`config.mk`:
```
export PLATFORM = sky130hd
export DESIGN_NAME = clt_limit_bank
export DESIGN_NICKNAME = d
export VERILOG_FILES = /design/src/verilog/clt_pkg.sv /design/src/verilog/clt_limit_bank.sv /design/src/verilog/clt_hot_timer.sv
export SDC_FILE = /design/constraint.sdc
export NUM_CORES = 1
export LEC_CHECK = 0
export ABC_AREA = 1
export BUFFER_PORTS_ARGS = -buffer_cell sky130_fd_sc_hd__buf_2
export CORE_UTILIZATION = 40
export DETAILED_ROUTE_END_ITERATION = 10
export GPL_TIMING_DRIVEN = 0
export SETUP_SLACK_MARGIN = 0.1
export SLEW_MARGIN = 20
export SYNTH_ARGS = -nofsm -noshare
export SYNTH_HDL_FRONTEND = slang
export SYNTH_SLANG_ARGS = --single-unit
```
`constraint.sdc`:
```
create_clock -name sys_clk -period 4.89 [get_ports sys_clk]
set_clock_uncertainty 0.05 [all_clocks]
set_input_delay 0.2445 -clock sys_clk [delete_from_list [all_inputs] [get_ports sys_clk]]
set_output_delay 0.2445 -clock sys_clk [all_outputs]
set_load 0.05 [all_outputs]
```
`src/verilog/clt_pkg.sv`:
```
/*
 Package for the charger limit register bank: command codes, field masks,
 clamp values, reset values, duration tables, state types and carriers.
 Assumes a single 40 MHz system clock and an active-low asynchronous reset.
*/
//
// Behaviour
// - Host writes words; command code selects register
// - Duration register keeps only bits 2:0, 10:8
// - Bits 2:0 select first-level limit time
// - Bits 10:8 select second-level limit time
// - Ceiling keeps bits 14:3, 8mV steps
// - Ceiling writes above 18.304V store maximum
// - Zero ceiling write acknowledged, value kept
// - Ceiling is charge limit and regulation target
// - Floor keeps bits 13:8, 256mV steps
// - Floor writes above 13.824V store maximum
// - Floor is trickle and learn threshold
// - Trickle mode regulates to the floor
// - Threshold keeps bits 12:7, 128mA steps
// - Threshold writes above maximum store 6400mA
// - Threshold resets to 0x0c00, reads back
// - Overcurrent asserts hot output after debounce, holds
package clt_pkg;

    // ------------------------------------------------------------
    // Command codes
    // ------------------------------------------------------------
    localparam logic [7:0]  CMD_CEIL      = 8'h15;
    localparam logic [7:0]  CMD_DUR       = 8'h38;
    localparam logic [7:0]  CMD_FLOOR     = 8'h3e;
    localparam logic [7:0]  CMD_THR       = 8'h47;

    // ------------------------------------------------------------
    // Field masks, clamps and reset values
    // ------------------------------------------------------------
    localparam logic [15:0] DUR_MASK      = 16'h0707;
    localparam logic [15:0] CEIL_MASK     = 16'h7ff8;
    localparam logic [15:0] FLOOR_MASK    = 16'h3f00;
    localparam logic [15:0] THR_MASK      = 16'h1f80;
    localparam logic [15:0] CEIL_MAX      = 16'h4780;
    localparam logic [15:0] FLOOR_MAX     = 16'h3600;
    localparam logic [15:0] THR_MAX       = 16'h1900;
    localparam logic [15:0] DUR_RESET     = 16'h0000;
    localparam logic [15:0] CEIL_RESET    = 16'h1068;
    localparam logic [15:0] FLOOR_RESET   = 16'h0a00;
    localparam logic [15:0] THR_RESET     = 16'h0c00;

    // ------------------------------------------------------------
    // Field positions
    // ------------------------------------------------------------
    localparam int          T1_LSB        = 0;
    localparam int          T2_LSB        = 8;
    localparam int          PH_MIN_LSB    = 6;
    localparam int          PH_DEB_LSB    = 9;

    // ------------------------------------------------------------
    // Timing
    // ------------------------------------------------------------
    localparam int          CLK_HZ        = 40_000_000;
    localparam int          TICK_US       = 1;
    localparam int          TICK_CYCLES   = CLK_HZ / 1_000_000 * TICK_US;
    localparam logic [5:0]  TICK_LAST     = 6'(TICK_CYCLES - 1);

    // First level in 0.1 ms, second level in 10 us units
    localparam logic [9:0]  T1_TENTH_MS [8] = '{10'h064, 10'h0c8, 10'h096, 10'h032,
                                                10'h00a, 10'h005, 10'h001, 10'h000};
    localparam logic [9:0]  T2_TEN_US   [8] = '{10'h001, 10'h00a, 10'h032, 10'h064,
                                                10'h01e, 10'h04b, 10'h0c8, 10'h3e8};
    // Hot output debounce and minimum hold, in microseconds
    localparam logic [13:0] PH_DEB_US   [4] = '{14'h000a, 14'h0014, 14'h0032, 14'h0064};
    localparam logic [13:0] PH_MIN_US   [8] = '{14'h000a, 14'h0014, 14'h0032, 14'h0064,
                                                14'h01f4, 14'h03e8, 14'h1388, 14'h2710};

    // ------------------------------------------------------------
    // Types
    // ------------------------------------------------------------
    typedef enum logic [2:0] {
        SM_IDLE   = 3'b000,
        SM_ADDR   = 3'b001,
        SM_CMD    = 3'b010,
        SM_WLO    = 3'b011,
        SM_WHI    = 3'b100,
        SM_RLO    = 3'b101,
        SM_RHI    = 3'b110,
        SM_IGNORE = 3'b111
    } clt_smb_state_t;

    typedef enum logic [1:0] {
        HOT_IDLE  = 2'b00,
        HOT_DEB   = 2'b01,
        HOT_HOLD  = 2'b10
    } clt_hot_state_t;

    typedef struct packed {
        logic [9:0]  firstTenthMs;
        logic [9:0]  secondTenUs;
    } clt_dur_t;

    typedef struct packed {
        logic [15:0] chargeLimitMv;
        logic [15:0] regTargetMv;
        logic        trickleSense;
        logic        trickleMode;
        logic        learnMode;
    } clt_volt_t;

endpackage : clt_pkg

```
`src/verilog/clt_limit_bank.sv`:
```
/*
 Charger limit register bank with its word-wide two-wire slave, regulation
 target selection and processor-hot throttle. Assumes the two-wire pins are
 already synchronous to sys_clk and that open-drain wiring is outside.
*/
`timescale 1ns/10ps
`default_nettype none
module clt_limit_bank #(
    parameter logic [6:0] SLAVE_ADDR = 7'h2a  // Arbitrary value
) (
    // Clock and reset
    input  wire logic              sys_clk,
    input  wire logic              reset_n,
    // Two-wire serial port
    input  wire logic              smbClk,
    input  wire logic              smbDataIn,
    output logic                   smbDataOut,
    output logic                   smbDataOeN,
    // Battery and adapter status
    input  wire logic              batteryPresent,
    input  wire logic              batteryCharging,
    input  wire logic              learnRequest,
    input  wire logic [15:0]       batteryVoltageMv,
    input  wire logic [15:0]       adapterCurrentMa,
    input  wire logic [15:0]       throttleTimingControl,
    // Limits and targets
    output clt_pkg::clt_dur_t      limitDurations,
    output clt_pkg::clt_volt_t     voltTargets,
    // Processor-hot open-drain pin
    output logic                   processorHotOut,
    output logic                   processorHotOeN
);
    import clt_pkg::*;

    clt_smb_state_t state_q;
    logic           sclPrev_q;
    logic           sdaPrev_q;
    logic [3:0]     bitCnt_q;
    logic [7:0]     shift_q;
    logic [7:0]     cmd_q;
    logic [7:0]     loByte_q;
    logic [7:0]     txByte_q;
    logic           sdaLow_q;
    logic           sclRise;
    logic           sclFall;
    logic           startSeen;
    logic           stopSeen;
    logic           cmdKnown;
    logic           addrMatch;
    logic           wrEn;
    logic [15:0]    wrWord;
    logic [15:0]    rdWord;
    logic [15:0]    durSel_q;
    logic [15:0]    ceil_q;
    logic [15:0]    floor_q;
    logic [15:0]    thr_q;
    logic [15:0]    ceilIn;
    logic [15:0]    floorIn;
    logic [15:0]    thrIn;
    logic           hotActive;
    logic           trickleNow;

    // ------------------------------------------------------------
    // Line events
    // ------------------------------------------------------------
    assign sclRise   = smbClk & ~sclPrev_q;
    assign sclFall   = ~smbClk & sclPrev_q;
    assign startSeen = smbClk & sclPrev_q & sdaPrev_q & ~smbDataIn;
    assign stopSeen  = smbClk & sclPrev_q & ~sdaPrev_q & smbDataIn;
    assign addrMatch = (shift_q[7:1] == SLAVE_ADDR);
    assign wrEn      = sclFall && bitCnt_q == 4'h9 && state_q == SM_WHI;
    assign wrWord    = {shift_q, loByte_q};

    always_comb
    begin
        case (shift_q)
            CMD_CEIL, CMD_DUR, CMD_FLOOR, CMD_THR: cmdKnown = 1'b1;
            default:                               cmdKnown = 1'b0;
        endcase
    end

    always_ff @(posedge sys_clk or negedge reset_n)
    begin
        if (!reset_n)
        begin
            sclPrev_q <= 1'b1;
            sdaPrev_q <= 1'b1;
        end
        else
        begin
            sclPrev_q <= smbClk;
            sdaPrev_q <= smbDataIn;
        end
    end

    // ------------------------------------------------------------
    // Read mux
    // ------------------------------------------------------------
    always_comb
    begin
        case (cmd_q)
            CMD_CEIL:  rdWord = ceil_q & CEIL_MASK;
            CMD_DUR:   rdWord = durSel_q & DUR_MASK;
            CMD_FLOOR: rdWord = floor_q & FLOOR_MASK;
            CMD_THR:   rdWord = thr_q & THR_MASK;
            default:   rdWord = 16'h0000;
        endcase
    end

    // ------------------------------------------------------------
    // Serial slave
    // ------------------------------------------------------------
    always_ff @(posedge sys_clk or negedge reset_n)
    begin
        if (!reset_n)
        begin
            state_q  <= SM_IDLE;
            bitCnt_q <= 4'h0;
            shift_q  <= 8'h00;
            cmd_q    <= 8'h00;
            loByte_q <= 8'h00;
            txByte_q <= 8'h00;
            sdaLow_q <= 1'b0;
        end
        else if (startSeen)
        begin
            state_q  <= SM_ADDR;
            bitCnt_q <= 4'h0;
            sdaLow_q <= 1'b0;
        end
        else if (stopSeen)
        begin
            state_q  <= SM_IDLE;
            bitCnt_q <= 4'h0;
            sdaLow_q <= 1'b0;
        end
        else if (state_q != SM_IDLE && state_q != SM_IGNORE)
        begin
            if (sclRise && bitCnt_q != 4'h9)
            begin
                bitCnt_q <= bitCnt_q + 4'h1;
                if (bitCnt_q < 4'h8)
                    shift_q <= {shift_q[6:0], smbDataIn};
                else if (state_q == SM_RLO && smbDataIn)
                    state_q <= SM_IGNORE;
            end
            else if (sclFall)
            begin
                if (state_q == SM_RLO || state_q == SM_RHI)
                begin
                    if (bitCnt_q > 4'h0 && bitCnt_q < 4'h8)
                    begin
                        sdaLow_q <= ~txByte_q[6];
                        txByte_q <= {txByte_q[6:0], 1'b0};
                    end
                    else if (bitCnt_q == 4'h8)
                        sdaLow_q <= 1'b0;
                end
                if (bitCnt_q == 4'h8 && state_q != SM_RLO && state_q != SM_RHI)
                begin
                    case (state_q)
                        SM_ADDR: sdaLow_q <= addrMatch;
                        SM_CMD:  sdaLow_q <= cmdKnown;
                        default: sdaLow_q <= 1'b1;
                    endcase
                end
                else if (bitCnt_q == 4'h9)
                begin
                    bitCnt_q <= 4'h0;
                    sdaLow_q <= 1'b0;
                    case (state_q)
                        SM_ADDR:
                        begin
                            if (!addrMatch)
                                state_q <= SM_IGNORE;
                            else if (shift_q[0])
                            begin
                                state_q  <= SM_RLO;
                                txByte_q <= rdWord[7:0];
                                sdaLow_q <= ~rdWord[7];
                            end
                            else
                                state_q <= SM_CMD;
                        end
                        SM_CMD:
                        begin
                            cmd_q   <= shift_q;
                            state_q <= cmdKnown ? SM_WLO : SM_IGNORE;
                        end
                        SM_WLO:
                        begin
                            loByte_q <= shift_q;
                            state_q  <= SM_WHI;
                        end
                        SM_RLO:
                        begin
                            state_q  <= SM_RHI;
                            txByte_q <= rdWord[15:8];
                            sdaLow_q <= ~rdWord[15];
                        end
                        default: state_q <= SM_IGNORE;
                    endcase
                end
            end
        end
    end

    assign smbDataOut = 1'b0;
    assign smbDataOeN = ~sdaLow_q;

    // ------------------------------------------------------------
    // Limit registers
    // ------------------------------------------------------------
    assign ceilIn  = wrWord & CEIL_MASK;
    assign floorIn = wrWord & FLOOR_MASK;
    assign thrIn   = wrWord & THR_MASK;

    always_ff @(posedge sys_clk or negedge reset_n)
    begin
        if (!reset_n)
            durSel_q <= DUR_RESET;
        else if (wrEn && cmd_q == CMD_DUR)
            durSel_q <= wrWord & DUR_MASK;
    end

    always_ff @(posedge sys_clk or negedge reset_n)
    begin
        if (!reset_n)
            ceil_q <= CEIL_RESET;
        else if (wrEn && cmd_q == CMD_CEIL && ceilIn != 16'h0000)
            ceil_q <= (ceilIn > CEIL_MAX) ? CEIL_MAX : ceilIn;
    end

    always_ff @(posedge sys_clk or negedge reset_n)
    begin
        if (!reset_n)
            floor_q <= FLOOR_RESET;
        else if (wrEn && cmd_q == CMD_FLOOR)
            floor_q <= (floorIn > FLOOR_MAX) ? FLOOR_MAX : floorIn;
    end

    always_ff @(posedge sys_clk or negedge reset_n)
    begin
        if (!reset_n)
            thr_q <= THR_RESET;
        else if (wrEn && cmd_q == CMD_THR)
            thr_q <= (thrIn > THR_MAX) ? THR_MAX : thrIn;
    end

    // ------------------------------------------------------------
    // Durations and regulation targets
    // ------------------------------------------------------------
    assign trickleNow = batteryPresent && (batteryVoltageMv < floor_q);

    always_ff @(posedge sys_clk or negedge reset_n)
    begin
        if (!reset_n)
        begin
            limitDurations <= '0;
            voltTargets    <= '0;
        end
        else
        begin
            limitDurations.firstTenthMs  <= T1_TENTH_MS[durSel_q[T1_LSB +: 3]];
            limitDurations.secondTenUs   <= T2_TEN_US[durSel_q[T2_LSB +: 3]];
            voltTargets.chargeLimitMv    <= ceil_q;
            voltTargets.regTargetMv      <= (trickleNow && batteryCharging)
                                            ? floor_q : ceil_q;
            voltTargets.trickleSense     <= trickleNow;
            voltTargets.trickleMode      <= trickleNow && batteryCharging;
            voltTargets.learnMode        <= learnRequest && batteryPresent
                                            && (batteryVoltageMv >= floor_q);
        end
    end

    // ------------------------------------------------------------
    // Processor-hot throttle
    // ------------------------------------------------------------
    clt_hot_timer u_hot_timer (
        .sys_clk   (sys_clk),
        .reset_n   (reset_n),
        .overLimit (adapterCurrentMa > thr_q),
        .debSel    (throttleTimingControl[PH_DEB_LSB +: 2]),
        .minSel    (throttleTimingControl[PH_MIN_LSB +: 3]),
        .hotActive (hotActive)
    );

    assign processorHotOut = 1'b0;
    assign processorHotOeN = ~hotActive;
endmodule : clt_limit_bank
`default_nettype wire

```
`src/verilog/clt_hot_timer.sv`:
```
/*
 Processor-hot timer: debounces an over-limit level, then holds the hot
 output for a programmable minimum time. Assumes synchronous inputs.
*/
`timescale 1ns/10ps
`default_nettype none
module clt_hot_timer (
    // Clock and reset
    input  wire logic       sys_clk,
    input  wire logic       reset_n,
    // Condition and timing selects
    input  wire logic       overLimit,
    input  wire logic [1:0] debSel,
    input  wire logic [2:0] minSel,
    // Hot level
    output logic            hotActive
);
    import clt_pkg::*;

    clt_hot_state_t hotState_q;
    logic [5:0]     tickCnt_q;
    logic [13:0]    usCnt_q;
    logic           tick;

    // ------------------------------------------------------------
    // Microsecond tick
    // ------------------------------------------------------------
    assign tick = (tickCnt_q == TICK_LAST);

    always_ff @(posedge sys_clk or negedge reset_n)
    begin
        if (!reset_n)
            tickCnt_q <= 6'h00;
        else if (tick)
            tickCnt_q <= 6'h00;
        else
            tickCnt_q <= tickCnt_q + 6'h01;
    end

    // ------------------------------------------------------------
    // Debounce and hold
    // ------------------------------------------------------------
    always_ff @(posedge sys_clk or negedge reset_n)
    begin
        if (!reset_n)
        begin
            hotState_q <= HOT_IDLE;
            usCnt_q    <= 14'h0000;
            hotActive  <= 1'b0;
        end
        else
        begin
            case (hotState_q)
                HOT_IDLE:
                begin
                    usCnt_q <= 14'h0000;
                    if (overLimit)
                        hotState_q <= HOT_DEB;
                end
                HOT_DEB:
                begin
                    if (!overLimit)
                        hotState_q <= HOT_IDLE;
                    else if (tick && (usCnt_q + 14'h0001 >= PH_DEB_US[debSel]))
                    begin
                        hotState_q <= HOT_HOLD;
                        hotActive  <= 1'b1;
                        usCnt_q    <= 14'h0000;
                    end
                    else if (tick)
                        usCnt_q <= usCnt_q + 14'h0001;
                end
                HOT_HOLD:
                begin
                    if (usCnt_q >= PH_MIN_US[minSel] && !overLimit)
                    begin
                        hotState_q <= HOT_IDLE;
                        hotActive  <= 1'b0;
                    end
                    else if (tick && usCnt_q != 14'h3fff)
                        usCnt_q <= usCnt_q + 14'h0001;
                end
                default:
                begin
                    hotState_q <= HOT_IDLE;
                    hotActive  <= 1'b0;
                end
            endcase
        end
    end
endmodule : clt_hot_timer
`default_nettype wire

```
== Yosys cells after proc, flatten, opt, wreduce, memory -nomap -nowiden ==
Memories as Yosys holds them, arrays and structs flattened. A register that Yosys moved wholly into a read port is not among the register bits.
Cells that the tools add are included.

* $add $sub $neg: 3
* $lt $le $gt $ge: 12
* Eq/ne operators: 37
* Muxes and demuxes: 68
* Bitwise operators: 25
* Reductions and logical operators: 45

{| class="wikitable"
|+ Operators by type and width
! operator !! count
|-
| $mux 14 || 10
|-
| $pmux 15 s4 || 1
|-
| $mux 8 || 6
|-
| $pmux 14 s3 || 1
|-
| $mux 3 || 12
|-
| $eq 8x6->1 const B || 4
|-
| $bmux 14 s2 || 1
|-
| $ge 14x14->1 || 2
|-
| $mux 4 || 7
|-
| $logic_and 1x1->1 || 20
|-
| $reduce_and 5->1 || 4
|-
| $eq 8x5->1 const B || 2
|-
| $eq 8x7->1 const B || 2
|-
| $ge 16x16->1 || 1
|-
| $gt 16x16->1 || 1
|-
| $lt 16x16->1 || 1
|-
| $mux 1 || 16
|-
| $mux 16 || 1
|-
| $pmux 8 s2 || 1
|-
| $reduce_and 8->1 || 2
|-
| $reduce_bool 16->1 || 1
|-
| $gt 15x15->1 const B || 1
|-
| $mux 15 || 1
|-
| $ne 3x3->1 const B || 5
|-
| other kinds (46) || 87
|}

* Register bits after elaboration: 154
* ROM bits: 272
* Input bits: 55
* Output and inout port bits: 59
* Logic and storage cells: 215
* Memories: 3

{| class="wikitable"
|+ Memories
! name !! depth !! bits a word !! read ports !! clocked after memory_dff !! wr ports !! RTL line !! RTL
|-
| (name not given) || 8 || 14 || 1 || 0 || 0 || clt_hot_timer.sv:75 || <nowiki>if (usCnt_q >= PH_MIN_US[minSel] && !overLimit)</nowiki>
|-
| (name not given) || 8 || 10 || 1 || 1 || 0 || clt_limit_bank.sv:265 || <nowiki>limitDurations.secondTenUs <= T2_TEN_US[durSel_q[T2_LSB +: 3]];</nowiki>
|-
| (name not given) || 8 || 10 || 1 || 1 || 0 || clt_limit_bank.sv:264 || <nowiki>limitDurations.firstTenthMs <= T1_TENTH_MS[durSel_q[T1_LSB +: 3]];</nowiki>
|}

== Depth between registers and ports, before layout ==
* Depth after elaboration: 13
* Mapped depth: 21
* Depth with buffers taken out: 21

== Hierarchy ==
From an unflattened synthesis, not the netlist that was laid out.

* Cell total of the unflattened synthesis: 1026
* Area, all modules: 7968.9 um^2

{| class="wikitable"
|+ Modules (own cells, without submodules)
! module !! times used !! cells each !! area an instance (um^2) !! seq. area each (um^2)
|-
| clt_limit_bank || 1 || 722 || 5793.1 || 2890.3
|-
| clt_hot_timer || 1 || 304 || 2175.8 || 575.6
|}

== Worst setup path before layout ==
OpenSTA, ideal clock, no wires.

* Path kind: input to register
* Start point: input throttleTimingControl[6]
* End point: register u_hot_timer.usCnt_q[5]
* Library setup time: 0.118 ns
* Arrival: 2.131 ns
* Required time: 4.722 ns
* Slack: 2.591 ns
* Stages: 15
* Buffers on the path: 1
* Cell sequence: inv_1 -> ha_1 -> or2_2 -> ha_1 -> a21oi_1 -> o21ai_0 -> a21oi_1 -> nand3_1 -> nand2_1 -> nand2_1 -> a21oi_4 -> inv_2 -> buf_2 -> nand2_1 -> nand2_1

* Cells in the longest elaborated chain, start to end: 8

{| class="wikitable"
|+ RTL lines
! item !! RTL line !! RTL
|-
| from (decl) || clt_limit_bank.sv:25 || <nowiki>input wire logic [15:0] throttleTimingControl,</nowiki>
|-
| $not 3->4 (implied by the code) || clt_hot_timer.sv:75 ||
|-
| $mem_v2 8x14 || - ||
|-
| $mux 14 (implied by the code) (2 in a row) || clt_hot_timer.sv:75 ||
|-
| $ge 14x14->1 || clt_hot_timer.sv:75 ||
|-
| $logic_and 1x1->1 || clt_hot_timer.sv:75 ||
|-
| $ne 2x2->1 (no source line) || - ||
|-
| $reduce_and 5->1 (no source line) || - ||
|-
| to (signal assigned) || clt_hot_timer.sv:71 || <nowiki>usCnt_q <= usCnt_q + 14'h0001;</nowiki>
|-
| to (signal assigned) || clt_hot_timer.sv:81 || <nowiki>usCnt_q <= usCnt_q + 14'h0001;</nowiki>
|-
| to (decl) || clt_hot_timer.sv:22 || <nowiki>logic [13:0] usCnt_q;</nowiki>
|}

No other way between the ends. The select of a mux whose other input is x is not followed.
A chain may end at the register's enable or synchronous reset.

== Worst setup path after layout ==
* Start point: register u_hot_timer.usCnt_q[0]
* End point: register u_hot_timer.usCnt_q[3]

* Cells in the longest elaborated chain, start to end: 6
* Elaborated cells between the ends (all ways): 17
* Those cells by class: 1 x add/sub; 2 x order compare; 4 x eq/ne; 6 x mux; 4 x reduce/logical

{| class="wikitable"
|+ RTL lines
! item !! RTL line !! RTL
|-
| $add 14x1->14 || clt_hot_timer.sv:64, clt_hot_timer.sv:71, clt_hot_timer.sv:81 ||
|-
| $ge 14x14->1 || clt_hot_timer.sv:64 || <nowiki>else if (tick && (usCnt_q + 14'h0001 >= PH_DEB_US[debSel]))</nowiki>
|-
| $logic_and 1x1->1 || clt_hot_timer.sv:64 ||
|-
| $mux 14 || clt_hot_timer.sv:64 ||
|-
| $mux 14 || clt_hot_timer.sv:62 || <nowiki>if (!overLimit)</nowiki>
|-
| $pmux 14 s3 || clt_hot_timer.sv:53 || <nowiki>case (hotState_q)</nowiki>
|}

Parallel ways exist; a longest one is shown, timed or not. The select of a mux whose other input is x is not followed.

==> flow_metrics.tcl <==
set metrics [dict create \
    async_reset_ff_share_pct 100 \
    synth.yosys.warnings 0 \
    wl_met1_mm 8.76 \
    yosys-top-cells-area "dfrtp_1, nand2_1, ha_1" \
    timing.critical_path.to_type "flop" \
    timing.slew.headroom_pct 52.2 \
    pin_count_of_the_biggest_net_entering_global_routing 81 \
    hpwl_mm 14.0 \
    ff_to_ff_path_depth 16 \
    routed.top_layer "met4" \
    yosysMostFrequentCell "nand2_1" \
    synth.distinct_cells 52 \
    min_period_ns 2.79 \
    placementRows 50 \
    worst_r2r_startpoint "u_hot_timer.usCnt_q[0]$_DFFE_PN0P_" \
    dieWidth_um 142 \
    critical_path_peak_fanout 10 \
    yosys_most_used_dff "dfrtp_1" \
    numClockSinks 138 \
    startpoint "u_hot_timer.usCnt_q[0]$_DFFE_PN0P_" \
    insertedDiodeCount 0 \
    cts_tree "done" \
    gp_congestion 0.852 \
    gr-usage-all-layers_pct 19.6 \
    max-cap-violations 0 \
    seq_area_frac_synth_pct 44.5 \
    syn_avg_cell_area_um2 8.18 \
    clk_pin_slew_worst_paths_ns 0.06 \
    switching_share_pct 35.5 \
    ys_ff_latch 138 \
    power_frac_comb_pct 29.1 \
    final_min_period_over_clock_period_pct 57.1 \
    arrival_ns 3.10 \
    reg2reg_to "u_hot_timer.usCnt_q[3]$_DFFE_PN0P_" \
    synth_enable_flop_cells 0 \
    min-delay-path-class "input pin to flop" \
    design.portCount 114 \
    drt-initial-drc-count 291 \
    fmaxAchievable_ghz 0.358 \
    seq_power_share_pct 35.5 \
    dieHeight_um 142 \
    p_switching_mw 1.36 \
    clock_power_share_pct 35.3 \
    timing.setup.tns_ns 0 \
    ir_drop_mv 0.208 \
    post_cts_buffers 0 \
    hold_violations 0 \
    area_growth_pct 19.6 \
    vias_per_cell 4.87 \
    utilization_pct 49.3 \
    pre_antenna_drt_iters 4 \
    detailroute.wirelength.met2_mm 8.77 \
    layout_cell_share_with_drive_strength_beyond_1_pct 18.5 \
    clock-root-buffer "clkbuf_16" \
    synthDominantCellAreaShare_pct 41.1 \
    cts.htree.levels 4 \
    route.detailed.wl_per_inst_um 13.8 \
    antenna_found_initial 0 \
    required_ns 5.20 \
    post_synth_inst_count 952 \
    start_util_pct 41.2 \
    first_global_vias 6124 \
    grt_setup_unrepaired "no" \
    drcViolationCount 0 \
    grt_first_pass_wirelength_mm 30.4 \
    ctsLongestPathBuffers 2 \
    drv_slew 0 \
    run_status "complete, no violations" \
    synth_area_um2 7780 \
    cp-endpoint "u_hot_timer.usCnt_q[3]$_DFFE_PN0P_" \
    dr_total_vias 6570 \
    static-leakage-power_nw 4.82 \
    synth_top_area_cell "dfrtp_1" \
    wl_mm 18.6 \
    core_area_um2 18900 \
    wl_met3_um 898 \
    antenna_left 0 \
    nets 1185 \
    worst_skew_pair.late_latency_ns 0.42 \
    p_int_mw 2.47 \
    synth.top_cells.by_count "nand2_1, dfrtp_1, inv_1" \
    cellPowerDensity_nw_per_um2 411 \
    floorplan.die_area_um2 20000 \
    worstMarginPinSlew_ns 0.716 \
    final-setup-viol-count 0 \
    criticalPathCategory "flop to flop" \
    r2r_setup_slack_ns 2.10 \
    timing.critical_path.from_type "flop" \
    place.port_buffers 90 \
    grt-ovfl-total 0 \
    cts_made_buffers 17 \
]
area by class of cell:
type                            count  area [µm²]
Multi-Input combinational cell    667        3680
Clock inverter                     11         174
Tap cell                          260         325
Fill cell                        1837        9580
Clock buffer                       20         447
Sequential cell                   138        3470
Inverter                          125         470
Buffer                             33         209
Timing Repair Buffer               96         538
cells in the final DEF, fill, tap and decap left out, types with 13 or more instances in the layout:
cell type,netlist,layout
inv_1,119,119
buf_2,8,97
ha_1,52,52
nand2_1,234,234
dfrtp_1,128,128
nor2_1,71,71
buf_4,13,13
nand3_1,41,41
o21ai_0,85,85
clkbuf_16,0,17
a21oi_1,38,38
critical path: stages (launching register included):
cell	delay, ns
dfrtp_1	0.44
ha_1	0.21
nand2_1	0.07
nor2_2	0.31
nand3_1	0.15
xnor2_1	0.19
ha_1	0.21
nor2_1	0.17
nand3_1	0.10
nor2_1	0.10
nand2_1	0.06
nor2_2	0.15
nand2_2	0.09
nand3b_4	0.13
buf_12	0.15
nand3_2	0.08
nand2_1	0.06
registers in the layout, indices dropped and copies added (netlist names):
| signal | flops |
|---|---|
| voltTargets | 27 |
| limitDurations | 17 |
| u_hot_timer.usCnt_q | 14 |
| ceil_q | 12 |
| cmd_q | 8 |
| loByte_q | 8 |
| shift_q | 8 |
| txByte_q | 7 |
| durSel_q | 6 |
| floor_q | 6 |
| thr_q | 6 |
| u_hot_timer.tickCnt_q | 6 |
| bitCnt_q | 4 |
| state_q | 3 |
| u_hot_timer.hotState_q | 2 |
| sclPrev_q | 1 |
| sdaLow_q | 1 |
| sdaPrev_q | 1 |
| u_hot_timer.hotActive | 1 |
logic make-up (layout without fill, tap and decap cells):
family / count (synthesis) / after routing / share of synthesized area (%)
other: 1 / 12 / 0.0482
AND/OR/NAND/NOR: 426 / 426 / 25.0
multiplexers: 1 / 1 / 0.129
buffers and inverters: 158 / 285 / 8.73
AO/OA/AOI/OAI: 166 / 166 / 12.1
adder cells (fa/ha/maj): 52 / 52 / 8.36
XOR/XNOR: 10 / 10 / 1.12
flip-flops: 138 / 138 / 44.5
power groups by stage:
stage / logic [mW] / clock network, mW / registers, mW
2_1_floorplan: 0.821 / 0 / 1.35
3_3_place_gp: 1.09 / 0 / 1.37
3_5_place_dp: 1.10 / 0 / 1.37
4_1_cts: 1.11 / 1.38 / 1.36
5_1_grt: 1.25 / 1.43 / 1.37
6_report: 1.11 / 1.35 / 1.36
worst min path at each step:
stage               cells past startpoint      startpoint  slack, ns                           to
floorplan                               0         reset_n      -0.10      bitCnt_q[0]$_DFFE_PN0P_
detailed placement                      1         reset_n       0.22  limitDurations[6]$_DFF_PN0_
CTS                                     2  batteryPresent       0.05     voltTargets[2]$_DFF_PN0_
global route                            2  batteryPresent       0.08     voltTargets[2]$_DFF_PN0_
global placement                        1          smbClk       0.34          sclPrev_q$_DFF_PN1_
finish                                  2  batteryPresent       0.06     voltTargets[2]$_DFF_PN0_
per-layer routing:
layer / up-vias / track usage, %
li1: 3335 / -
met1: 3072 / 26.5
met2: 146 / 31.8
met3: 17 / 4.15
met4: 0 / 5.21
met5: - / 0
metrics by stage:
step / instance area [µm²] / hold WS [ns] / power [mW] / setup slack (ns) / std cells
2_1_floorplan: 7830 / -0.101 / 2.17 / 2.59 / 963
3_3_place_gp: 8600 / 0.335 / 2.46 / 1.56 / 1313
3_5_place_dp: 8640 / 0.222 / 2.48 / 2.01 / 1314
4_1_cts: 9310 / 0.0494 / 3.84 / 2.06 / 1350
5_1_grt: 9310 / 0.0753 / 4.05 / 1.85 / 1350
6_report: 9310 / 0.0640 / 3.83 / 2.10 / 1350
timing repair:
| action | 4_1_cts | 5_1_grt |
|---|---|---|
| hold endpoints to repair | 76 | 0 |
| hold buffers | 5 | 0 |
| resized for setup | 0 | 0 |
| setup endpoints to repair | 0 | 0 |
Power figures use the tool's default switching activity.
